$ cat config.mk
export PLATFORM = sky130hd
export DESIGN_NAME = ssl_top
export DESIGN_NICKNAME = d
export VERILOG_FILES = /design/src/ssl_top.v /design/src/ssl_sync2.v /design/src/ssl_rate_meter.v
export VERILOG_INCLUDE_DIRS = /design/src
export SDC_FILE = /design/constraint.sdc
export NUM_CORES = 1
export LEC_CHECK = 0
export BUFFER_PORTS_ARGS = -buffer_cell sky130_fd_sc_hd__buf_2
export CELL_PAD_IN_SITES_DETAIL_PLACEMENT = 1
export CELL_PAD_IN_SITES_GLOBAL_PLACEMENT = 2
export CORE_MARGIN = 5
export CORE_UTILIZATION = 41
export CTS_CLUSTER_DIAMETER = 40
export DETAILED_ROUTE_END_ITERATION = 12
export PLACE_DENSITY = 0.89
export SYNTH_ARGS = -nofsm -noshare
export SYNTH_HDL_FRONTEND = slang
export SYNTH_HIERARCHICAL = 1
export SYNTH_SLANG_ARGS = --single-unit
$ cat constraint.sdc
create_clock -name clk_i -period 6.3 [get_ports clk_i]
set_input_delay 0.63 -clock clk_i [delete_from_list [all_inputs] [get_ports clk_i]]
set_output_delay 0.63 -clock clk_i [all_outputs]
set_load 0.005 [all_outputs]
$ cat src/ssl_regs.vh
// register offsets, field positions, codes and timing for the sync source / link block
// assumes the including files are verilog or systemverilog on a 50 MHz clock
// Operation
// master or automatic external reference clocking
// preferred input dead: take next valid
// candidates: word clock, optical, sync, serial
// report active reference and its rate
// per input: none, lock or sync
// serial receiver from coaxial or optical
// serial transmitter always drives coaxial out
// optical option copies serial out optically
// measure serial input sample rate
// link error when box absent or unpowered
// link detected while box firmware loads
// link connected while communication works
// disconnect command stops link communication
// after disconnect box runs, status disconnected
// configuration writes act at once
// software avoids changes during streaming
// failed update selects backup image
// new image only after power cycle
// no valid input: internal master clock
// slave only when rate matches playback
// status fields readable at any time
`ifndef SSL_REGS_VH
`define SSL_REGS_VH

// register word offsets
`define SSL_ADDR_W 4
`define SSL_OFS_CTRL 4'h0
`define SSL_OFS_PLAY_RATE 4'h1
`define SSL_OFS_REF_STAT 4'h4
`define SSL_OFS_LOCK_STAT 4'h5
`define SSL_OFS_SER_RATE 4'h6
`define SSL_OFS_BOOT_STAT 4'h7

// control register fields
`define SSL_CTRL_AUTO 0
`define SSL_CTRL_PREF_LO 1
`define SSL_CTRL_PREF_HI 2
`define SSL_CTRL_SER_IN_OPT 3
`define SSL_CTRL_SER_OUT_OPT 4
`define SSL_CTRL_DISC 5
`define SSL_CTRL_W 6
`define SSL_CTRL_RST 6'h00
`define SSL_PLAY_RST 8'h30

// reference codes, candidate index plus one, zero is internal clock
`define SSL_REF_MASTER 3'h0
`define SSL_REF_WORD 3'h1
`define SSL_REF_OPT 3'h2
`define SSL_REF_SYNC 3'h3
`define SSL_REF_SER 3'h4

// per input state
`define SSL_ST_NONE 2'h0
`define SSL_ST_LOCK 2'h1
`define SSL_ST_SYNC 2'h2

// link state
`define SSL_LINK_ERROR 2'h0
`define SSL_LINK_DETECT 2'h1
`define SSL_LINK_CONN 2'h2
`define SSL_LINK_DISC 2'h3

// rate measurement: gate of one millisecond gives kHz directly
`define SSL_CLK_MHZ 50
`define SSL_GATE_US 1000
`define SSL_GATE_CYC (`SSL_GATE_US * `SSL_CLK_MHZ)
`define SSL_RATE_TOL 8'h01

`endif

$ cat src/ssl_top.v
// clock reference selection, input lock status, serial routing and box link state
// assumes receivers give lock levels and frame-rate strobes as asynchronous pins,
// and the serial/optical transmit data come from logic on clk_i
//
// Local design decisions: the register addresses and the strobed register port.
`timescale 1ns/1ps
`include "ssl_regs.vh"
module ssl_top #(
   parameter GATE_CYC = `SSL_GATE_CYC,
   parameter RW = 8
)(
   input wire clk_i,
   input wire rst_i,
   input wire [`SSL_ADDR_W-1:0] addr_i,
   input wire [31:0] wdata_i,
   input wire wr_i,
   input wire rd_i,
   output reg [31:0] rdata_o,
   input wire [3:0] in_lock_i,
   input wire [3:0] in_frame_i,
   input wire box_present_i,
   input wire box_loading_i,
   input wire update_failed_i,
   input wire warm_restart_i,
   input wire ser_tx_i,
   input wire opt_tx_i,
   output reg [2:0] clk_ref_o,
   output reg ser_rx_opt_o,
   output reg coax_out_o,
   output reg opt_out_o,
   output reg link_en_o,
   output reg backup_image_o
);
   // synchronised pins
   wire [3:0] lock_s;
   wire [3:0] frame_s;
   wire box_present_s;
   wire box_loading_s;
   wire update_failed_s;

   // software configuration
   reg [`SSL_CTRL_W-1:0] ctrl;
   reg [RW-1:0] play_rate;
   wire auto_mode = ctrl[`SSL_CTRL_AUTO];
   wire [1:0] pref = ctrl[`SSL_CTRL_PREF_HI:`SSL_CTRL_PREF_LO];
   wire disc_cmd = ctrl[`SSL_CTRL_DISC];

   // measured rates, one per candidate
   wire [RW-1:0] rate0;
   wire [RW-1:0] rate1;
   wire [RW-1:0] rate2;
   wire [RW-1:0] rate3;
   reg [RW-1:0] cand_rate [0:3];

   // status state
   reg [2:0] ref_code;
   reg [RW-1:0] ref_rate;
   reg [7:0] lock_stat;
   reg [1:0] link_st;
   reg [1:0] next_link_st;
   reg [1:0] boot_cnt;
   reg boot_done;

   // selection results
   reg [3:0] match;
   reg [3:0] usable;
   reg [2:0] next_ref;
   reg [1:0] idx;
   reg found;
   reg [RW-1:0] diff;
   integer i;
   integer j;
   integer k;

   ssl_sync2 #(
      .W(11)
   ) u_sync (
      .clk_i(clk_i),
      .rst_i(rst_i),
      .d_i({in_lock_i, in_frame_i, box_present_i, box_loading_i, update_failed_i}),
      .q_o({lock_s, frame_s, box_present_s, box_loading_s, update_failed_s})
   );

   // one meter per candidate: word clock, optical, sync connector, serial
   ssl_rate_meter #(
      .GATE_CYC(GATE_CYC),
      .CW(32),
      .RW(RW)
   ) u_rate0 (
      .clk_i(clk_i),
      .rst_i(rst_i),
      .lvl_i(frame_s[0]),
      .rate_o(rate0)
   );

   ssl_rate_meter #(
      .GATE_CYC(GATE_CYC),
      .CW(32),
      .RW(RW)
   ) u_rate1 (
      .clk_i(clk_i),
      .rst_i(rst_i),
      .lvl_i(frame_s[1]),
      .rate_o(rate1)
   );

   ssl_rate_meter #(
      .GATE_CYC(GATE_CYC),
      .CW(32),
      .RW(RW)
   ) u_rate2 (
      .clk_i(clk_i),
      .rst_i(rst_i),
      .lvl_i(frame_s[2]),
      .rate_o(rate2)
   );

   ssl_rate_meter #(
      .GATE_CYC(GATE_CYC),
      .CW(32),
      .RW(RW)
   ) u_rate3 (
      .clk_i(clk_i),
      .rst_i(rst_i),
      .lvl_i(frame_s[3]),
      .rate_o(rate3)
   );

   // rate match against playback; a small tolerance absorbs gate phase jitter
   always @*
   begin
      cand_rate[0] = rate0;
      cand_rate[1] = rate1;
      cand_rate[2] = rate2;
      cand_rate[3] = rate3;
      diff = {RW{1'b0}};
      match = 4'h0;
      for (i = 0; i < 4; i = i + 1)
      begin
         diff = (cand_rate[i] > play_rate) ? cand_rate[i] - play_rate
                                           : play_rate - cand_rate[i];
         match[i] = (diff <= `SSL_RATE_TOL);
      end
      usable = lock_s & match;
   end

   // scan from the preferred input onward, wrapping, first usable wins
   always @*
   begin
      next_ref = `SSL_REF_MASTER;
      found = 1'b0;
      idx = 2'h0;
      for (j = 0; j < 4; j = j + 1)
      begin
         idx = pref + j[1:0];
         if (!found && usable[idx])
         begin
            found = 1'b1;
            next_ref = {1'b0, idx} + 3'h1;
         end
      end
      if (!auto_mode)
         next_ref = `SSL_REF_MASTER;
   end

   // link state machine toward the remote box
   always @*
   begin
      next_link_st = link_st;
      case (link_st)
         `SSL_LINK_ERROR:
            if (box_present_s)
               next_link_st = `SSL_LINK_DETECT;
         `SSL_LINK_DETECT:
            if (!box_present_s)
               next_link_st = `SSL_LINK_ERROR;
            else if (!box_loading_s)
               next_link_st = `SSL_LINK_CONN;
         `SSL_LINK_CONN:
            if (!box_present_s)
               next_link_st = `SSL_LINK_ERROR;
            else if (box_loading_s)
               next_link_st = `SSL_LINK_DETECT;
         `SSL_LINK_DISC:
            if (!disc_cmd)
               next_link_st = `SSL_LINK_ERROR;
         default:
            next_link_st = `SSL_LINK_ERROR;
      endcase
      if (disc_cmd)
         next_link_st = `SSL_LINK_DISC;
   end

   // register writes land in the very next cycle, no commit step;
   // streaming glitches on change are the software's concern
   always @(posedge clk_i or posedge rst_i)
   begin
      if (rst_i)
      begin
         ctrl <= `SSL_CTRL_RST;
         play_rate <= `SSL_PLAY_RST;
      end
      else if (wr_i)
      begin
         if (addr_i == `SSL_OFS_CTRL)
            ctrl <= wdata_i[`SSL_CTRL_W-1:0];
         if (addr_i == `SSL_OFS_PLAY_RATE)
            play_rate <= wdata_i[RW-1:0];
      end
   end

   // status and clock steering
   always @(posedge clk_i or posedge rst_i)
   begin
      if (rst_i)
      begin
         ref_code <= `SSL_REF_MASTER;
         ref_rate <= {RW{1'b0}};
         lock_stat <= 8'h00;
         link_st <= `SSL_LINK_ERROR;
         clk_ref_o <= `SSL_REF_MASTER;
         link_en_o <= 1'b0;
      end
      else
      begin
         ref_code <= next_ref;
         clk_ref_o <= next_ref;
         ref_rate <= (next_ref == `SSL_REF_MASTER) ? play_rate
                                                  : cand_rate[next_ref[1:0] - 2'h1];
         for (k = 0; k < 4; k = k + 1)
            lock_stat[2*k +: 2] <= !lock_s[k] ? `SSL_ST_NONE
                                  : (match[k] && next_ref == k + 1) ? `SSL_ST_SYNC
                                  : `SSL_ST_LOCK;
         link_st <= next_link_st;
         link_en_o <= !disc_cmd;
      end
   end

   // serial routing; coaxial copy is unconditional
   always @(posedge clk_i or posedge rst_i)
   begin
      if (rst_i)
      begin
         ser_rx_opt_o <= 1'b0;
         coax_out_o <= 1'b0;
         opt_out_o <= 1'b0;
      end
      else
      begin
         ser_rx_opt_o <= ctrl[`SSL_CTRL_SER_IN_OPT];
         coax_out_o <= ser_tx_i;
         opt_out_o <= ctrl[`SSL_CTRL_SER_OUT_OPT] ? ser_tx_i : opt_tx_i;
      end
   end

   // image choice is caught once after a cold reset, when the synchroniser
   // has settled; warm restarts never re-sample, so a freshly written image
   // waits for the next power cycle
   always @(posedge clk_i or posedge rst_i)
   begin
      if (rst_i)
      begin
         boot_cnt <= 2'h0;
         boot_done <= 1'b0;
         backup_image_o <= 1'b0;
      end
      else if (!boot_done)
      begin
         boot_cnt <= boot_cnt + 2'h1;
         if (boot_cnt == 2'h2)
         begin
            boot_done <= 1'b1;
            backup_image_o <= update_failed_s;
         end
      end
      else if (warm_restart_i)
         backup_image_o <= backup_image_o;
   end

   // read port, data stand one cycle after the strobe; unmapped reads zero
   always @(posedge clk_i or posedge rst_i)
   begin
      if (rst_i)
         rdata_o <= 32'h0000_0000;
      else if (rd_i)
      begin
         case (addr_i)
            `SSL_OFS_CTRL:
               rdata_o <= {{(32-`SSL_CTRL_W){1'b0}}, ctrl};
            `SSL_OFS_PLAY_RATE:
               rdata_o <= {{(32-RW){1'b0}}, play_rate};
            `SSL_OFS_REF_STAT:
               rdata_o <= {{(24-RW){1'b0}}, ref_rate, 5'h00, ref_code};
            `SSL_OFS_LOCK_STAT:
               rdata_o <= {{22{1'b0}}, link_st, lock_stat};
            `SSL_OFS_SER_RATE:
               rdata_o <= {{(32-RW){1'b0}}, rate3};
            `SSL_OFS_BOOT_STAT:
               rdata_o <= {{30{1'b0}}, boot_done, backup_image_o};
            default:
               rdata_o <= 32'h0000_0000;
         endcase
      end
      else
         rdata_o <= 32'h0000_0000;
   end
endmodule

$ cat src/ssl_sync2.v
// two flip-flop synchroniser for a group of level inputs
// assumes inputs are asynchronous to clk_i; only the second stage is read
`timescale 1ns/1ps
module ssl_sync2 #(
   parameter W = 1
)(
   input wire clk_i,
   input wire rst_i,
   input wire [W-1:0] d_i,
   output reg [W-1:0] q_o
);
   reg [W-1:0] meta;

   // first stage feeds nothing but the second
   always @(posedge clk_i or posedge rst_i)
   begin
      if (rst_i)
      begin
         meta <= {W{1'b0}};
         q_o <= {W{1'b0}};
      end
      else
      begin
         meta <= d_i;
         q_o <= meta;
      end
   end
endmodule

$ cat src/ssl_rate_meter.v
// counts rising edges of a synchronised frame strobe over a fixed gate
// assumes lvl_i is already in the clk_i domain; result in kHz, saturating
`timescale 1ns/1ps
module ssl_rate_meter #(
   parameter GATE_CYC = 50000,
   parameter CW = 17,
   parameter RW = 8
)(
   input wire clk_i,
   input wire rst_i,
   input wire lvl_i,
   output reg [RW-1:0] rate_o
);
   localparam [CW-1:0] GATE_LAST = GATE_CYC - 1;
   reg [CW-1:0] gate;
   reg [RW-1:0] cnt;
   reg prev;
   wire rise = lvl_i & ~prev;

   // gate window; a dead input reads zero after one window
   always @(posedge clk_i or posedge rst_i)
   begin
      if (rst_i)
      begin
         gate <= {CW{1'b0}};
         cnt <= {RW{1'b0}};
         prev <= 1'b0;
         rate_o <= {RW{1'b0}};
      end
      else
      begin
         prev <= lvl_i;
         if (gate == GATE_LAST)
         begin
            gate <= {CW{1'b0}};
            rate_o <= cnt;
            cnt <= {{(RW-1){1'b0}}, rise};
         end
         else
         begin
            gate <= gate + 1'b1;
            if (rise && cnt != {RW{1'b1}})
               cnt <= cnt + 1'b1;
         end
      end
   end
endmodule

==> metrics.csv, run 1 <==
stage,metric,value,unit
synthesis,synth.avg_cell_area,10.3,um2
clock_tree,clkSlewWorstSetupHoldPaths,0.06,ns
synthesis,synth-xor-area-share,0.0691,
layout,drive_gt1_frac,0.155,
sta,rsz0062_at_grt,false,
floorplanning,io_pins,94,
setup_path,regToRegSetupSlack,0.59,ns
sta,hold_violations,0,
setup_path,rr_startpoint,play_rate[5],
routing,wire_per_inst,19.4,um
layout,n_fill_cell,4406,
synthesis,yosys.area.top_type,dfrtp_1,
synthesis,synth_ff_type,dfrtp_1,
synthesis,synth.most_common_cell,dfrtp_1,
setup_path,end_kind,register,
routing,dr.pass1.iters,4,
floorplanning,die-width,211,um
layout,area_growth_syn_to_layout,14.7,%
synthesis,yosys_warnings,6,
setup_path,worst_r2r_endpoint,ref_rate[1],
synthesis,synth_sequential_area_ratio,0.421,
synthesis,synth_compound_area_frac,0.115,
clock_tree,clkLatencyLatePin,0.59,ns
clock_tree,clock-root-buffer,clkbuf_16,
floorplanning,die_y,211,um
setup_path,crit_type,reg -> reg,
power_and_ir_drop,p_leak,8.34,nW
sta,fin_crit_sh,0.906,
global_route,grt_pass1_vias,13700,
worst_hold_path,whs_path_depth,1,
sta,clock_skew,0.0290,ns
floorplanning,start_util,0.415,
sta,maxSlewHeadroom,0.282,
synthesis,synthArstFlopShare,1.00,
clock_tree,cts_tree,done,
synthesis,synth_top_area_share,0.417,
synthesis,ys_seq_elements,277,
clock_tree,postCtsHoldBufs,0,
routing,drc_errors,0,
clock_tree,cts_setup_buffers,0,
layout,fin_area,0.0189,mm2
synthesis,synth_commonest_cells,"275 x dfrtp_1, 94 x nor2_1, 92 x inv_1, 84 x nand2_1, 83 x a21oi_1",
placement,place_area,0.0171,mm2
synthesis,synth_cell_types,92,
setup_path,crit_required,6.79,ns
worst_hold_path,hold_start,in_frame_i[3],
synthesis,yosys.area_share.simple,0.220,
sta,setup_viol,0,
sta,finalCriticalPeriod,5.71,ns
setup_path,path_max_fanout,15,
placement,hpwl,30.5,mm
setup_path,cp_data_arrival_time,6.19,ns
setup_path,reg2reg_depth,16,
synthesis,synthAdderAreaFrac,0.0681,
global_route,grt_remaining_overflow,0,
clock_tree,ctsResizeCount,0,
layout,fin_nets,1804,
synthesis,syn_area,0.0165,mm2
run,drv_cap,0,
placement,gp_congestion,0.846,
global_route,grt_pass1_wl,71.7,mm
synthesis,synth_edf_count,0,
clock_tree,numCtsBuffers,48,
synthesis,syn-instance-count,1606,
clock_tree,cts_buffer_depth,3,
floorplanning,coreArea,0.0397,mm2
setup_path,start_kind,register,
sta,report.final.slew_viol_count,0,
sta,tns,0,ns
outcome,status,completed,
synthesis,synth_top_family_by_area,simple AND/OR/NAND/NOR gates,
clock_tree,ctsHtreeMaxLevel,2,
floorplanning,dieArea,0.0443,mm2
worst_hold_path,hold_path_end,u_sync/meta[6],
global_route,grt_max_degree,50,
global_route,grtUsageTotal,0.195,
floorplanning,num_rows,73,
placement,numPortBuffers,52,
routing,drtAntennaViolNets,0,
power_and_ir_drop,vdd.ir_drop.worst,207,uV
sta,worstMarginPinSlew,1.08,ns
sta,max_freq,175,MHz
routing,drtIter0Drc,708,
synthesis,synth_area_leaders,"dfrtp_1 42%, ha_1 5.8%, xnor2_1 3.6%",
routing,vias,12800,
worst_hold_path,hp-class,in -> reg,
power_and_ir_drop,p_per_area,317,mW/mm2
layout,num_antenna_cells,0,
global_route,antenna_found_initial,1,
synthesis,synthMuxAreaShare,0.0617,
clock_tree,tritoncts_num_sinks,277,
sta,whs,0.151,ns
routing,routed_wl,43.2,mm
routing,viasPerCell,5.73,
final cells by class:
| class | count | area (um2) | area share |
|---|---|---|---|
| Timing Repair Buffer | 62 | 335 | 0.0177 |
| Clock buffer | 53 | 1260 | 0.0666 |
| Tap cell | 525 | 657 | 0.0347 |
| Clock inverter | 35 | 499 | 0.0264 |
| Inverter | 92 | 345 | 0.0183 |
| Sequential cell | 277 | 6930 | 0.367 |
| Multi-Input combinational cell | 1184 | 8870 | 0.469 |
per-stage QoR:
step | cells | total power [W] | utilization | setup WS (ns)
floorplan | 1621 | 0.00289 | - | 1.28
detailed placement | 2140 | 0.00320 | 0.432 | 0.687
CTS | 2228 | 0.00606 | 0.476 | 0.654
global route | 2228 | 0.00629 | 0.476 | 0.317
finish | 2228 | 0.00599 | 0.476 | 0.593
global placement | 2140 | 0.00315 | 0.432 | 0.690
registers in the layout, indices dropped and copies added, names as in the netlist, 2 cells and up:
register,flops
u_sync/meta,11
u_rate1/cnt,8
ctrl,6
u_rate1/rate_o,8
boot_cnt,2
u_rate1/gate,32
u_rate2/rate_o,8
u_sync/q_o,11
u_rate0/cnt,8
link_st,2
u_rate3/gate,32
u_rate2/cnt,8
lock_stat,8
play_rate,8
ref_code,3
u_rate3/rate_o,8
u_rate0/rate_o,8
u_rate2/gate,32
u_rate3/cnt,8
rdata_o,16
ref_rate,8
u_rate0/gate,32
layout by cell type (no fill, tap or decap), types with 52 or more instances in the layout:
master	Yosys	layout
a21oi_1	83	83
buf_2	18	52
xor2_1	63	63
nor2_1	94	94
ha_1	77	77
nand2_1	84	84
inv_1	92	87
dfrtp_1	275	275
xnor2_1	67	67
nand3_1	66	66
worst max path at each step:
stage / startpoint / endpoint / slack (ns)
final: play_rate[5] / ref_rate[1] / 0.59
after global routing: play_rate[5] / ref_rate[1] / 0.32
after CTS: play_rate[5] / ref_rate[1] / 0.65
after detailed placement: play_rate[5] / ref_rate[1] / 0.69
after global placement: play_rate[5] / ref_rate[1] / 0.69
after floorplan: play_rate[1] / ref_rate[1] / 1.28
per-layer routing:
| layer | vias up | track usage | share of wire |
|---|---|---|---|
| li1 | 5982 | - | - |
| met1 | 6532 | 0.261 | 0.46 |
| met2 | 185 | 0.326 | 0.49 |
| met3 | 70 | 0.0354 | 0.036 |
| met4 | 2 | 0.0539 | 0.023 |
| met5 | - | 0 | 0.00030 |
logic make-up (layout without fill, tap and decap cells):
| family | after synthesis | count (layout) |
|---|---|---|
| adder cells (fa/ha/maj) | 85 | 85 |
| AND/OR/NAND/NOR | 605 | 605 |
| XOR/XNOR | 130 | 130 |
| AO/OA/AOI/OAI | 266 | 266 |
| multiplexers | 82 | 82 |
| buffers and inverters | 160 | 242 |
| other | 1 | 16 |
| flip-flops | 277 | 277 |
where the power goes:
group	internal, W	switching, W
Combinational	0.000441	0.000687
Sequential	0.00190	0.000157
Clock	0.00184	0.000965
Total	0.00418	0.00181
critical path: stages, from the launching register on:
cell,delay [ns]
dfstp_2,0.62
inv_1,0.24
ha_1,0.66
nor2b_1,0.14
a2111oi_0,0.58
o211ai_1,0.17
a211oi_1,0.29
a22o_1,0.37
and2_1,0.36
nor2_1,0.11
a32oi_1,0.26
o2111ai_1,0.24
a31oi_4,0.25
inv_1,0.09
ha_1,0.53
mux4_2,0.55
mux2i_1,0.14
Power figures use the tool's default switching activity.
==> run 2: changes to the inputs <==
--- a/config.mk
+++ b/config.mk
@@ -6,14 +6,14 @@
 export SDC_FILE = /design/constraint.sdc
 export NUM_CORES = 1
 export LEC_CHECK = 0
-export BUFFER_PORTS_ARGS = -buffer_cell sky130_fd_sc_hd__buf_2
 export CELL_PAD_IN_SITES_DETAIL_PLACEMENT = 1
 export CELL_PAD_IN_SITES_GLOBAL_PLACEMENT = 2
 export CORE_MARGIN = 5
-export CORE_UTILIZATION = 41
+export CORE_UTILIZATION = 43
 export CTS_CLUSTER_DIAMETER = 40
 export DETAILED_ROUTE_END_ITERATION = 12
-export PLACE_DENSITY = 0.89
+export DONT_BUFFER_PORTS = 1
+export PLACE_DENSITY = 0.8
 export SYNTH_ARGS = -nofsm -noshare
 export SYNTH_HDL_FRONTEND = slang
 export SYNTH_HIERARCHICAL = 1
==> metrics.csv, run 2 (synthesis gave the netlist of run 1 again) <==
stage,metric,value,unit,change
clock_tree,cts_buffer_depth,3,,unchanged
sta,finalCriticalPeriod,5.75,ns,+0.0405 ns
routing,drtAntennaViolNets,0,,unchanged
global_route,antenna_found_initial,2,,+1
sta,rsz0062_at_grt,false,,
setup_path,start_kind,register,,
sta,worstMarginPinSlew,1.07,ns,-0.00995 ns
floorplanning,num_rows,71,,-2.7%
floorplanning,dieArea,0.0424,mm2,-4.4%
power_and_ir_drop,pwr-share-clk,0.471,,+0.003
power_and_ir_drop,p_sw,0.00184,W,+2.0%
power_and_ir_drop,p_seq_frac,0.344,,about the same
setup_path,timing.critical_path.max_delay_family,compound AO/OA/AOI/OAI gates,,
placement,place_area,0.0169,mm2,-1.6%
sta,tns,0,ns,unchanged
routing,drtIter0Drc,684,,-3.4%
sta,maxSlewHeadroom,0.290,,+0.00768
global_route,grtUsageTotal,0.207,,+0.0118
worst_hold_path,hp-class,in -> reg,,
sta,fin_crit_sh,0.912,,+0.00643
layout,fin_area,0.0187,mm2,-1.1%
global_route,grt_pass1_vias,13100,,-4.1%
power_and_ir_drop,internal-power,0.00416,W,-0.51%
power_and_ir_drop,vdd.ir_drop.worst,196,uV,-5.4%
floorplanning,start_util,0.437,,+0.0217
run,drv_cap,0,,unchanged
placement,gp_congestion,0.845,,-0.13%
sta,hold_violations,0,,unchanged
layout,area_growth_syn_to_layout,13.4,%,
setup_path,cp_data_arrival_time,6.24,ns,+0.05 ns
routing,wire_per_inst,19.9,um,+2.7%
routing,drc_errors,0,,unchanged
global_route,grt_max_degree,52,,+4.0%
setup_path,path_max_fanout,15,,unchanged
layout,multi_input_area,0.00887,mm2,unchanged
clock_tree,numCtsBuffers,50,,+4.2%
sta,report.final.slew_viol_count,0,,unchanged
layout,final_common_cell,dfrtp_1,,
setup_path,cpPeakStageDelay,0.67,ns,about the same
floorplanning,io_pins,94,,unchanged
floorplanning,coreArea,0.0378,mm2,-5.0%
sta,clock_skew,0.0136,ns,-0.0153 ns
sta,setup_viol,0,,unchanged
setup_path,crit_required,6.79,ns,about the same
setup_path,crit_slowest_cell,ha_1,,
clock_tree,clock-root-buffer,clkbuf_16,,
power_and_ir_drop,power.share.combinational,0.185,,-0.003
routing,routed_wl,43.2,mm,about the same
placement,numPortBuffers,0,,-100%
power_and_ir_drop,p_sw_frac,0.307,,+0.00524
layout,layout_common_cells,"275 x dfrtp_1, 94 x nor2_1, 87 x inv_1, 84 x nand2_1, 83 x a21oi_1",,
clock_tree,tritoncts_num_sinks,277,,unchanged
layout,n_fill_cell,4133,,-6.2%
setup_path,end_kind,register,,
clock_tree,ctsHtreeMaxLevel,2,,unchanged
clock_tree,clkLatencyLatePin,0.58,ns,about the same
clock_tree,clkSlewWorstSetupHoldPaths,0.05,ns,about the same
power_and_ir_drop,p_leak,8.13,nW,-2.5%
routing,dr.pass1.iters,4,,unchanged
layout,regArea,0.00693,mm2,unchanged
placement,hpwl,30.7,mm,+0.68%
outcome,status,completed,,
routing,viasPerCell,5.80,,+1.2%
setup_path,crit_type,reg -> reg,,
layout,num_antenna_cells,0,,unchanged
floorplanning,die_y,206,um,-2.2%
global_route,grt_remaining_overflow,0,,unchanged
sta,max_freq,174,MHz,-0.70%
power_and_ir_drop,p_per_area,321,mW/mm2,+1.4%
clock_tree,cts_tree,done,,
floorplanning,die-width,206,um,-2.2%
global_route,grt_pass1_wl,71.5,mm,-0.33%
routing,vias,12600,,-1.5%
layout,fin_nets,1756,,-2.7%
layout,drive_gt1_frac,0.132,,-0.0230
setup_path,worstPathCellList,inv_1 > ha_1 > nor2b_1 > a2111oi_0 > o211ai_1 > a211oi_1 > a22o_1 > and2_1 > nor2_1 > a32oi_1 > o2111ai_1 > a31oi_4 > inv_1 > ha_1 > mux4_2 > mux2i_1,,
setup_path,crit_buf_inv,2,,unchanged
run 2: path summary, 6_finish.rpt:
check	from	end	slack [ns]	depth (start not counted)
setup reg to reg	play_rate[5]	ref_rate[5]	0.55	16
max in group asynchronous	rst_i	u_sync/q_o[9]	4.95	3
setup / recovery	play_rate[5]	ref_rate[5]	0.55	16
hold reg to reg	u_sync/meta[6]	u_sync/q_o[6]	0.35	0
min in group asynchronous	rst_i	u_rate0/rate_o[4]	0.12	2
hold / removal	in_frame_i[3]	u_sync/meta[6]	0.08	0
run 2: timing repair:
item                      CTS  global route
gates resized for setup     0             0
hold endpoints to repair   14             0
buffers inserted            0             0
hold buffers                1             0
run 2: area by class of cell:
| class | instances | share of cell area |
|---|---|---|
| clock buffers | 55 | 0.0701 |
| repair buffers | 12 | 0.00495 |
| inverters | 92 | 0.0185 |
| clock inverters | 39 | 0.0269 |
| well taps | 511 | 0.0342 |
| multi-input cells | 1184 | 0.475 |
| flip-flops and latches | 277 | 0.371 |
run 2: power by group through the flow:
stage / clock (W) / sequential (W) / combinational [W]
after global placement: 0 / 0.00209 / 0.00106
after CTS: 0.00290 / 0.00206 / 0.00110
final: 0.00283 / 0.00206 / 0.00111
after detailed placement: 0 / 0.00209 / 0.00109
after global routing: 0.00300 / 0.00208 / 0.00122
after floorplan: 0 / 0.00203 / 0.000860
run 2: per-layer routing:
metal	routed length (um)	GRT usage
met4	806	0.0482
met1	20100	0.287
met3	1850	0.0391
met5	23	0
met2	20400	0.337
run 2: stage by stage:
step                       util  total power, W  worst slack (ns)  instances  hold slack [ns]
after global routing      0.495         0.00631             0.355       2170           0.0365
final                     0.495         0.00600             0.552       2170           0.0772
after floorplan               -         0.00289              1.28       1621            0.331
after detailed placement  0.447         0.00318             0.709       2075            0.336
after CTS                 0.495         0.00607             0.637       2170           0.0377
after global placement    0.447         0.00315             0.735       2075            0.333
